`config.mk`:
```
export PLATFORM = sky130hd
export DESIGN_NAME = chgsup_sequencer
export DESIGN_NICKNAME = d
export VERILOG_FILES = /design/src/chgsup_pkg.sv /design/src/chgsup_deglitch.sv /design/src/chgsup_sequencer.sv
export SDC_FILE = /design/constraint.sdc
export NUM_CORES = 1
export LEC_CHECK = 0
export ABC_AREA = 0
export ABC_CLOCK_PERIOD_IN_PS = 95800
export BUFFER_PORTS_ARGS = -buffer_cell sky130_fd_sc_hd__buf_2
export CAP_MARGIN = 20
export CORE_UTILIZATION = 65
export CTS_CLUSTER_SIZE = 20
export DETAILED_ROUTE_END_ITERATION = 8
export PLACE_DENSITY_LB_ADDON = 0.12
export SLEW_MARGIN = 30
export SYNTH_ARGS = -nofsm -noshare
export SYNTH_HDL_FRONTEND = slang
export SYNTH_SLANG_ARGS = --single-unit
```
`constraint.sdc`:
```
create_clock -name CLK -period 95.8 [get_ports CLK]
set_clock_uncertainty 0.1 [all_clocks]
set_input_delay 19.16 -clock CLK [delete_from_list [all_inputs] [get_ports CLK]]
set_output_delay 19.16 -clock CLK [all_outputs]
set_load 0.02 [all_outputs]
```
`src/chgsup_pkg.sv`:
```
// chgsup_pkg: constants for the charger supervisor sequencer
// assumes a 125 MHz core clock and millivolt / milliamp coded inputs
package chgsup_pkg;
  // clock and timing
  localparam int unsigned CLK_HZ           = 125_000_000;
  localparam int unsigned STEP_TIME_US     = 1000;      // one soft-start step
  localparam int unsigned DEGLITCH_TIME_MS = 1000;      // shorted-pack deglitch
  localparam int unsigned STEP_CYC         = CLK_HZ / 1_000_000 * STEP_TIME_US;
  localparam int unsigned DEGLITCH_CYC     = CLK_HZ / 1000 * DEGLITCH_TIME_MS;
  localparam int unsigned SS_STEPS         = 8;

  // register offsets (word index on the plain port)
  localparam logic [7:0] REG_MODE    = 8'h12;
  localparam logic [7:0] REG_CURRENT = 8'h14;
  localparam logic [7:0] REG_VOLTAGE = 8'h15;
  localparam logic [7:0] REG_STATUS  = 8'h16;

  // reset values
  localparam logic [15:0] MODE_RST    = 16'h0000;
  localparam logic [15:0] CURRENT_RST = 16'h0000;
  localparam logic [15:0] VOLTAGE_RST = 16'h0000;

  // field positions
  localparam int unsigned MODE_MON_SEL_BIT = 3;
  localparam int unsigned MODE_DEP_LSB     = 9;
  localparam int unsigned MODE_DEP_MSB     = 11;
  localparam int unsigned CUR_LSB          = 7;
  localparam int unsigned CUR_MSB          = 13;
  localparam int unsigned ST_VOR_BIT       = 0;
  localparam int unsigned ST_SHORT_BIT     = 1;
  localparam int unsigned ST_THERM_BIT     = 2;
  localparam int unsigned ST_SUSP_BIT      = 3;
  localparam int unsigned ST_CHG_BIT       = 4;

  // voltage window edges, mV
  localparam logic [15:0] V_WAKE_MV   = 16'h2328;   // 9000
  localparam logic [15:0] V_3C_LO_MV  = 16'h2EE0;   // 12000
  localparam logic [15:0] V_3C_HI_MV  = 16'h3840;   // 14400
  localparam logic [15:0] V_4C_LO_MV  = 16'h3E80;   // 16000
  localparam logic [15:0] V_4C_HI_MV  = 16'h4B00;   // 19200
  localparam logic [15:0] V_4C_MAX_MV = 16'h4AE7;   // 19175
  localparam logic [15:0] CELL_BASE_MV = 16'h0FA0;  // 4000
  localparam logic [15:0] CELL_STEP_UV = 16'h186A;  // 6250 uV

  // threshold constants, mV
  localparam logic [15:0] DEP_BASE_MV   = 16'h0898; // 2200
  localparam logic [15:0] DEP_STEP_MV   = 16'h0064; // 100
  localparam logic [15:0] SHORT_IN_MV   = 16'h06A4; // 1700
  localparam logic [15:0] SHORT_OUT_MV  = 16'h076C; // 1900
  localparam logic [15:0] UVT_MV        = 16'h07D0; // 2000

  typedef enum logic [1:0] {
    CHGSUP_OFF  = 2'b00,
    CHGSUP_SUSP = 2'b01,
    CHGSUP_RAMP = 2'b10,
    CHGSUP_RUN  = 2'b11
  } chgsup_state_t;
endpackage : chgsup_pkg

```
`src/chgsup_deglitch.sv`:
```
// chgsup_deglitch: hysteretic state that flips only after a held condition
// assumes synchronous comparator levels
`timescale 1ns/100ps
module chgsup_deglitch
  import chgsup_pkg::*;
#(
  parameter int unsigned HOLD_CYC = DEGLITCH_CYC
)(
  // clock and reset
  input  wire logic CLK,
  input  wire logic RST_N,
  // conditions
  input  wire logic ENTER,
  input  wire logic LEAVE,
  // result
  output logic      STATE
);
  localparam int unsigned CW = $clog2(HOLD_CYC + 1);
  logic [CW-1:0] cnt_r;
  logic          state_r;
  wire           want = state_r ? LEAVE : ENTER;
  wire           done = (cnt_r == CW'(HOLD_CYC - 1));

  // counter restarts whenever the qualifying condition drops
  always_ff @(posedge CLK)
  begin
    if (!RST_N || !want || done)
      cnt_r <= '0;                              // [RULE25]
    else
      cnt_r <= cnt_r + 1'b1;
  end

  // flip after the full hold, both directions
  always_ff @(posedge CLK)
  begin
    if (!RST_N)
      state_r <= 1'b0;
    else if (want && done)
      state_r <= ~state_r;                      // [RULE17]
  end

  assign STATE = state_r;
endmodule : chgsup_deglitch

```
`src/chgsup_sequencer.sv`:
```
// chgsup_sequencer: supervisory control of a synchronous buck charger
// assumes comparator inputs synchronous to CLK and a host on the plain port
`timescale 1ns/100ps
// What this block does
// [RULE1] voltage code decodes to 7-bit per-cell target, 6.25 mV steps from 4 V
// [RULE2] 12 V to below 14.4 V means three cells, 18.75 mV steps
// [RULE3] 16 V to below 19.2 V means four cells, 25 mV steps
// [RULE4] exactly 9 V is valid and counts as two cells for thresholds
// [RULE5] invalid voltage code sets the out-of-range status flag
// [RULE6] below 12 V except 9 V flags out of range and disables converter
// [RULE7] 14.4 V up to 16 V flags out of range and disables converter
// [RULE8] 19.2 V and above flags out of range, charges clamped at 19.175 V
// [RULE9] current reference ramps in eight equal steps on every charge entry
// [RULE10] each ramp step lasts about one millisecond
// [RULE11] high side off at once on fault, undervoltage, sleep or low supply
// [RULE12] mode bit 3 picks charge (1) or input (0) current monitor
// [RULE13] charge current above twice setting drops high side, auto resumes
// [RULE14] pack below 2 V kills both switches and zeroes duty, then resumes
// [RULE15] over-temperature shuts converter until cool indication arrives
// [RULE16] mode bits 9-11 set depleted threshold 2.2 V plus 100 mV, times cells
// [RULE17] shorted pack below 1.7 V/cell, leaves above 1.9 V/cell, 1 s deglitch
// [RULE18] shorted pack charges at one eighth of programmed current
// [RULE19] charge starts only with pack temperature inside low-high window
// [RULE20] while charging, leaving low-cutoff window suspends until low-high window
// [RULE21] suspension turns off both power switches
// [RULE22] host decides charge start and stop via current and voltage settings
// [RULE23] zero current code disables charger, nonzero enables
// [RULE24] only current code bits 7-13 count, 128 mA each
// [RULE25] step and deglitch timers are clock counters restarted on condition loss
module chgsup_sequencer
  import chgsup_pkg::*;
#(
  parameter int unsigned STEP_CYCLES     = STEP_CYC,
  parameter int unsigned DEGLITCH_CYCLES = DEGLITCH_CYC
)(
  // clock and reset
  input  wire logic        CLK,
  input  wire logic        RST_N,
  // register port
  input  wire logic [7:0]  REG_ADDR,
  input  wire logic [15:0] REG_WDATA,
  input  wire logic        REG_WR,
  input  wire logic        REG_RD,
  output logic [15:0]      REG_RDATA,
  // analog comparators and sense
  input  wire logic [15:0] PACK_VOLTAGE_SENSE_MV,
  input  wire logic        ADAPTER_BELOW_PACK,
  input  wire logic        SUPPLY_UVLO,
  input  wire logic        CHARGE_OVERCURRENT,
  input  wire logic        DIE_HOT,
  input  wire logic        DIE_COOL,
  input  wire logic        TEMP_ABOVE_LOW_LIMIT,
  input  wire logic        TEMP_BELOW_HIGH_LIMIT,
  input  wire logic        TEMP_BELOW_CUTOFF_LIMIT,
  // gate drive and references
  output logic             HIGH_SIDE_EN,
  output logic             LOW_SIDE_EN,
  output logic             DUTY_RESET,
  output logic [6:0]       CURRENT_REF,
  output logic [15:0]      VOLTAGE_TARGET_MV,
  output logic [6:0]       CELL_TARGET_CODE,
  output logic [2:0]       CELL_COUNT,
  output logic [15:0]      DEPLETED_PACK_THRESHOLD_MV,
  output logic             SHORTED_PACK_CONDITION,
  output logic             MONITOR_SOURCE_SELECT,
  output logic             VOLTAGE_OUT_OF_RANGE_FLAG
);
  //////////////////////////////////////////////////////////////////////////////
  // registers
  logic [15:0]   mode_r;
  logic [15:0]   current_r;
  logic [15:0]   voltage_r;
  logic [15:0]   rdata_r;

  // host writes; no side effects beyond storage
  always_ff @(posedge CLK)
  begin
    if (!RST_N)
    begin
      mode_r    <= MODE_RST;
      current_r <= CURRENT_RST;
      voltage_r <= VOLTAGE_RST;
    end
    else if (REG_WR)
    begin
      if (REG_ADDR == REG_MODE)    mode_r    <= REG_WDATA;
      if (REG_ADDR == REG_CURRENT) current_r <= REG_WDATA;  // [RULE22]
      if (REG_ADDR == REG_VOLTAGE) voltage_r <= REG_WDATA;  // [RULE22]
    end
  end

  //////////////////////////////////////////////////////////////////////////////
  // voltage decode
  wire [15:0] v_code = voltage_r;
  wire is_wake  = (v_code == V_WAKE_MV);                                      // [RULE4]
  wire is_3cell = (v_code >= V_3C_LO_MV) && (v_code < V_3C_HI_MV);            // [RULE2]
  wire is_4cell = (v_code >= V_4C_LO_MV) && (v_code < V_4C_HI_MV);            // [RULE3]
  wire is_high  = (v_code >= V_4C_HI_MV);                                     // [RULE8]
  wire v_bad_off = !is_wake && !is_3cell && !is_4cell && !is_high;            // [RULE6] [RULE7]
  wire v_oor     = !is_wake && !is_3cell && !is_4cell;                        // [RULE5]

  wire [2:0]  cells = is_wake ? 3'h2 : (is_3cell ? 3'h3 : 3'h4);
  wire [15:0] clamped_mv = is_high ? V_4C_MAX_MV : v_code;                     // [RULE8]
  // steps of cells x 6.25 mV above cells x 4 V, limited to 7 bits; one divide of
  // the pack value keeps the top step that a truncated per-cell mV would lose
  wire [15:0] base_pack  = 16'(CELL_BASE_MV * 16'(cells));
  wire [15:0] above_base = (clamped_mv > base_pack) ? 16'(clamped_mv - base_pack) : 16'h0000;
  wire [31:0] step_idx   = (32'(above_base) * 32'h0000_03E8) / (32'(CELL_STEP_UV) * 32'(cells));
  wire [6:0]  cell_code  = (step_idx > 32'h0000_007F) ? 7'h7F : step_idx[6:0];  // [RULE1]

  //////////////////////////////////////////////////////////////////////////////
  // pack thresholds
  wire [2:0]  dep_sel  = mode_r[MODE_DEP_MSB:MODE_DEP_LSB];
  wire [15:0] dep_cell = 16'(DEP_BASE_MV + 16'(dep_sel) * DEP_STEP_MV);
  wire [15:0] dep_pack = 16'(dep_cell * 16'(cells));                           // [RULE16]
  wire [15:0] short_in_pack  = 16'(SHORT_IN_MV * 16'(cells));
  wire [15:0] short_out_pack = 16'(SHORT_OUT_MV * 16'(cells));
  wire        below_short = PACK_VOLTAGE_SENSE_MV < short_in_pack;
  wire        above_short = PACK_VOLTAGE_SENSE_MV > short_out_pack;
  wire        pack_uv     = PACK_VOLTAGE_SENSE_MV < UVT_MV;                    // [RULE14]
  logic       shorted;

  chgsup_deglitch #(
    .HOLD_CYC (DEGLITCH_CYCLES)
  ) u_short (
    .CLK   (CLK),
    .RST_N (RST_N),
    .ENTER (below_short),
    .LEAVE (above_short),
    .STATE (shorted)
  );

  //////////////////////////////////////////////////////////////////////////////
  // enables and qualification
  wire [6:0] cur_code   = current_r[CUR_MSB:CUR_LSB];                          // [RULE24]
  wire       chg_req    = (cur_code != 7'h00) && !v_bad_off;                   // [RULE23] [RULE6] [RULE7]
  wire       start_ok   = TEMP_ABOVE_LOW_LIMIT && TEMP_BELOW_HIGH_LIMIT;       // [RULE19]
  wire       run_ok     = TEMP_ABOVE_LOW_LIMIT && TEMP_BELOW_CUTOFF_LIMIT;     // [RULE20]
  logic      therm_r;

  // thermal latch: hot sets, cool clears; hot wins if both
  always_ff @(posedge CLK)
  begin
    if (!RST_N)
      therm_r <= 1'b0;
    else if (DIE_HOT)
      therm_r <= 1'b1;                          // [RULE15]
    else if (DIE_COOL)
      therm_r <= 1'b0;                          // [RULE15]
  end

  wire fault = therm_r || DIE_HOT || SUPPLY_UVLO || ADAPTER_BELOW_PACK;

  //////////////////////////////////////////////////////////////////////////////
  // sequencer
  localparam int unsigned SCW = $clog2(STEP_CYCLES + 1);
  chgsup_state_t state_r, state_nxt;
  logic [SCW-1:0] step_cnt_r;
  logic [3:0]     step_r;
  wire            step_done = (step_cnt_r == SCW'(STEP_CYCLES - 1));
  wire            in_charge = (state_r == CHGSUP_RAMP) || (state_r == CHGSUP_RUN);

  // next state; any exit from charge restarts the ramp on re-entry
  always_comb
  begin
    state_nxt = state_r;
    case (state_r)
      CHGSUP_OFF:  if (chg_req) state_nxt = CHGSUP_SUSP;
      CHGSUP_SUSP:
        if (!chg_req)
          state_nxt = CHGSUP_OFF;
        else if (start_ok && !fault)
          state_nxt = CHGSUP_RAMP;              // [RULE19] [RULE20]
      CHGSUP_RAMP, CHGSUP_RUN:
        if (!chg_req)
          state_nxt = CHGSUP_OFF;
        else if (!run_ok || fault)
          state_nxt = CHGSUP_SUSP;              // [RULE20]
        else if (state_r == CHGSUP_RAMP && step_done && step_r == 4'(SS_STEPS - 1))
          state_nxt = CHGSUP_RUN;
      default:     state_nxt = CHGSUP_OFF;
    endcase
  end

  always_ff @(posedge CLK)
  begin
    if (!RST_N)
      state_r <= CHGSUP_OFF;
    else
      state_r <= state_nxt;
  end

  // step timer: restarts on leaving the ramp
  always_ff @(posedge CLK)
  begin
    if (!RST_N || state_nxt != CHGSUP_RAMP || state_r != CHGSUP_RAMP || step_done)
      step_cnt_r <= '0;                         // [RULE25] [RULE10]
    else
      step_cnt_r <= step_cnt_r + 1'b1;
  end

  // step index: 0..7 during ramp, 8 only in the cycle after the last step, else 0
  always_ff @(posedge CLK)
  begin
    if (!RST_N || state_r != CHGSUP_RAMP)
      step_r <= '0;                             // [RULE9]
    else if (step_done && step_r != 4'(SS_STEPS))
      step_r <= step_r + 1'b1;                  // [RULE9]
  end

  // reference: (step+1)/8 of setting while ramping; C/8 when shorted
  wire [6:0]  full_cur = shorted ? {3'h0, cur_code[6:3]} : cur_code;           // [RULE18]
  wire [10:0] ramp_mul = 11'(full_cur) * 11'(step_r + 4'h1);
  wire [6:0]  ref_cur  = (state_r == CHGSUP_RUN) ? full_cur : ramp_mul[9:3];

  //////////////////////////////////////////////////////////////////////////////
  // outputs
  wire hs_kill = !in_charge || fault || pack_uv || CHARGE_OVERCURRENT;         // [RULE11] [RULE13]
  wire ls_kill = !in_charge || pack_uv;                                        // [RULE14] [RULE21]

  always_ff @(posedge CLK)
  begin
    if (!RST_N)
    begin
      HIGH_SIDE_EN <= 1'b0;
      LOW_SIDE_EN  <= 1'b0;
      DUTY_RESET   <= 1'b1;
      CURRENT_REF  <= 7'h00;
    end
    else
    begin
      HIGH_SIDE_EN <= !hs_kill;                 // [RULE11] [RULE21]
      LOW_SIDE_EN  <= !ls_kill;                 // [RULE21]
      DUTY_RESET   <= pack_uv || !in_charge;    // [RULE14]
      CURRENT_REF  <= in_charge ? ref_cur : 7'h00;
    end
  end

  // decoded values held in flops
  always_ff @(posedge CLK)
  begin
    if (!RST_N)
    begin
      VOLTAGE_TARGET_MV          <= 16'h0000;
      CELL_TARGET_CODE           <= 7'h00;
      CELL_COUNT                 <= 3'h0;
      DEPLETED_PACK_THRESHOLD_MV <= 16'h0000;
      SHORTED_PACK_CONDITION     <= 1'b0;
      MONITOR_SOURCE_SELECT      <= 1'b0;
      VOLTAGE_OUT_OF_RANGE_FLAG  <= 1'b0;
    end
    else
    begin
      VOLTAGE_TARGET_MV          <= clamped_mv;       // [RULE8]
      CELL_TARGET_CODE           <= cell_code;        // [RULE1]
      CELL_COUNT                 <= cells;            // [RULE4]
      DEPLETED_PACK_THRESHOLD_MV <= dep_pack;         // [RULE16]
      SHORTED_PACK_CONDITION     <= shorted;          // [RULE17]
      MONITOR_SOURCE_SELECT      <= mode_r[MODE_MON_SEL_BIT];  // [RULE12]
      VOLTAGE_OUT_OF_RANGE_FLAG  <= v_oor;            // [RULE5]
    end
  end

  //////////////////////////////////////////////////////////////////////////////
  // read port; unmapped reads zero
  wire [15:0] status_w = 16'(v_oor)                      << ST_VOR_BIT
                       | 16'(shorted)                    << ST_SHORT_BIT
                       | 16'(therm_r)                    << ST_THERM_BIT
                       | 16'(state_r == CHGSUP_SUSP)     << ST_SUSP_BIT
                       | 16'(in_charge)                  << ST_CHG_BIT;
  wire [15:0] rd_mux = (REG_ADDR == REG_MODE)    ? mode_r    :
                       (REG_ADDR == REG_CURRENT) ? current_r :
                       (REG_ADDR == REG_VOLTAGE) ? voltage_r :
                       (REG_ADDR == REG_STATUS)  ? status_w  : 16'h0000;

  always_ff @(posedge CLK)
  begin
    if (!RST_N || !REG_RD)
      rdata_r <= 16'h0000;
    else
      rdata_r <= rd_mux;                        // [RULE5]
  end

  assign REG_RDATA = rdata_r;
endmodule : chgsup_sequencer

```
==> results.md <==
- Fmax: 11.9 MHz
- Worst-Margin Slew: 1.02 ns
- DRT Pass-1 Iters: 6
- Sequential cell area: 3360 sq um
- Gr usage total: 0.376
- Vias in the first global route: 29500
- Outcome: finished clean
- Post-DRT Antenna Nets: 0
- Max H-tree Level: 4
- Max cap viols: 0
- Die Y-Extent: 224 um
- Leak: 16.1 nW
- WP buf/inv: 17
- Cell Pwr Density: 22.2 nW/um^2
- Clk Latency, worst-skew pair: 0.47 ns
- Post-synth top area cell: ha_1
- Clk root buf: clkbuf_16
- Post-DP HPWL: 75.4 mm
- Gr ovfl total: 0
- Yosys warning count: 0
- Fillers: 4087
- Final TNS setup: 0 ns
- Max VDD drop: 0.0504 mV
- Worst slew margin: 0.320
- Worst setup SP type: flop
- CP max FO: 30
- Std-Cell Core Area: 48100 sq um
- Multi-input combinational cell area: 27400 sq um
- Post-cts resize count: 0
- Hold_sp: mode_r[7]
- Synth Flop Type: dfxtp_1
- Initial antenna violation count: 1
- IO Port Bufs: 119
- Largest net degree at the start of global routing: 89
- Setup Buffers After CTS: 0
- CTS sink cnt: 168
- Setup WS pre-CTS: 12.98 ns
- CP required: 96.07 ns
- RSZ-0062 raised after global routing: no
- Routability cong.: 0.985
- R2r startpoint: v_code[6]
- Hold Violations, Final: 0
- Async S/R FF share, synth: 0
- Antenna diodes: 0
- Cell count after synthesis: 4153
- First-pass GRT wire length: 153 mm
- FP Rows: 80
- Crit path kind: flop to flop
- Clk buf depth: 2
- Setup crit start: v_code[6]
- Slowest cell on the critical path: nand4b_1
- Routed vias: 31700
- Hold Crit Class: flop to flop
- CP endpoint kind: flop
- Hold-fix buffers, CTS: 0
- Final min period: 84.26 ns
- Clock Pin Slew Worst Setup and Hold Paths: 0.09 ns
- Mapped Area: 32000 sq um
- Final setup violation count: 0
- Io pins: 123
- EDFF count, synth: 0
- Initial DRC Count: 2860
- TritonCTS Buffers: 17
- Critical Path AT: 84.53 ns
- Area added between synthesis and finish: 5.68%
- Yosys cell types: 145
- DIE WIDTH: 224 um
- Layout cell share with drive strength beyond 1: 0.0935
- Yosys reg bits: 168
- Max-slew violation count: 0
- Most area-consuming cells after synthesis: ha_1 (18%), dfxtp_1 (11%), fa_1 (5.0%)
- Max stage delay on crit path: 0.72 ns
- Wirelength per Cell: 19.5 um
- Remaining DRCs: 0
- Final Cycle Share: 0.880
- Post-synthesis sequential area ratio: 0.105
- Most common cell on crit path: o21a_1
- Worst path top cell family by delay: compound AO/OA/AOI/OAI gates
- Setup ws final: 11.54 ns
- Syn avg cell area: 7.71 sq um
- Initial Util: 0.665
- DR vias/cell: 6.45
- NumNets Final: 4833
- Die Footprint: 50200 sq um
- Post-route core utilization: 0.703
- Post-synth top area share: 0.178
- Most frequent cells in the layout: ha_1 (456), nand2_1 (421), nor2_1 (356), a21oi_1 (226), inv_1 (216)
- CTS tree: yes
- Commonest non-fill, non-tap cell in the layout: ha_1
- Post-Route WL: 95.9 mm
registers in the layout, summed over array words and instances (netlist names):
name,cells
HIGH_SIDE_EN,1
LOW_SIDE_EN,1
therm_r,1
mode_r,16
VOLTAGE_TARGET_MV,16
CURRENT_REF,7
MONITOR_SOURCE_SELECT,1
u_short.STATE,1
CELL_TARGET_CODE,7
v_code,16
SHORTED_PACK_CONDITION,1
current_r,16
DUTY_RESET,1
DEPLETED_PACK_THRESHOLD_MV,13
CELL_COUNT,3
step_cnt_r,17
REG_RDATA,16
VOLTAGE_OUT_OF_RANGE_FLAG,1
u_short.cnt_r,27
step_r,4
state_r,2
metal layers:
layer	share of wire	vias to the layer above	track usage
met4	0.041	2	0.151
met2	0.45	1214	0.620
met5	0.00014	-	0
met3	0.071	256	0.0539
met1	0.43	14800	0.491
li1	-	15400	-
final cells by class:
type | instances | area share
multi-input combinational | 3688 | 0.811
sequential | 168 | 0.0994
inverter | 221 | 0.0245
timing repair buffer | 149 | 0.0244
tap | 656 | 0.0242
clock buffer | 18 | 0.0127
clock inverter | 13 | 0.00410
worst min-delay path, delay by kind of cell (launching register included):
family,cells,cell delay [ns]
AO/OA/AOI/OAI,1,0.06
flip-flops,1,0.31
AND/OR/NAND/NOR,1,0.05
stage by stage:
step / hold WS [ns] / total power, W / cell area, sq um / instances
detailed placement: 0.356 / 0.000668 / 33300 / 4881
CTS: 0.368 / 0.000739 / 33800 / 4912
global placement: 0.344 / 0.000664 / 33300 / 4881
floorplan: 0.326 / 0.000546 / 32200 / 4195
finish: 0.368 / 0.000750 / 33800 / 4913
global route: 0.382 / 0.000812 / 33800 / 4913
Yosys cell counts, drive strengths merged, types with 9 or more instances:
| cell | n |
|---|---|
| or3 | 38 |
| a22oi | 17 |
| dfxtp | 168 |
| buf | 44 |
| a2111oi | 15 |
| xor2 | 119 |
| nand4b | 16 |
| o31ai | 96 |
| o21a | 141 |
| nand4 | 71 |
| a211oi | 35 |
| ha | 456 |
| a311oi | 9 |
| inv | 221 |
| nor3 | 163 |
| nor2b | 47 |
| xnor2 | 149 |
| a31o | 14 |
| clkbuf | 74 |
| a31oi | 33 |
| fa | 80 |
| and4 | 13 |
| o211a | 11 |
| nand2 | 424 |
| o211ai | 31 |
| or2 | 41 |
| o21bai | 29 |
| and2 | 63 |
| o21ai | 147 |
| a221oi | 12 |
| nand2b | 60 |
| and3 | 66 |
| nor4 | 35 |
| a21oi | 232 |
| a21o | 109 |
| a21boi | 65 |
| nor3b | 17 |
| nand3 | 105 |
| mux2 | 79 |
| or4 | 16 |
| nor2 | 365 |
| o31a | 15 |
| a211o | 16 |
| mux2i | 52 |
cells by family after synthesis:
| family | share of synthesized area |
|---|---|
| AND/OR/NAND/NOR | 0.253 |
| adder cells (fa/ha/maj) | 0.228 |
| multiplexers | 0.0448 |
| other | 0.000117 |
| XOR/XNOR | 0.0735 |
| flip-flops | 0.105 |
| AO/OA/AOI/OAI | 0.251 |
| buffers and inverters | 0.0447 |
where the power goes:
part	switching [W]	leakage (nW)	internal, W
registers	0.000000343	1.36	0.0000705
clock network	0.0000322	0.269	0.0000365
logic	0.000355	14.5	0.000255
total	0.000388	16.1	0.000362
worst paths after layout:
| check | to | slack [ns] | cells past startpoint |
|---|---|---|---|
| min | mode_r[7] | 0.37 | 2 |
| min reg2reg | mode_r[7] | 0.37 | 2 |
| max reg2reg | CELL_TARGET_CODE[0] | 11.54 | 351 |
| max | CELL_TARGET_CODE[0] | 11.54 | 351 |
(Power assumes the default switching activity.)
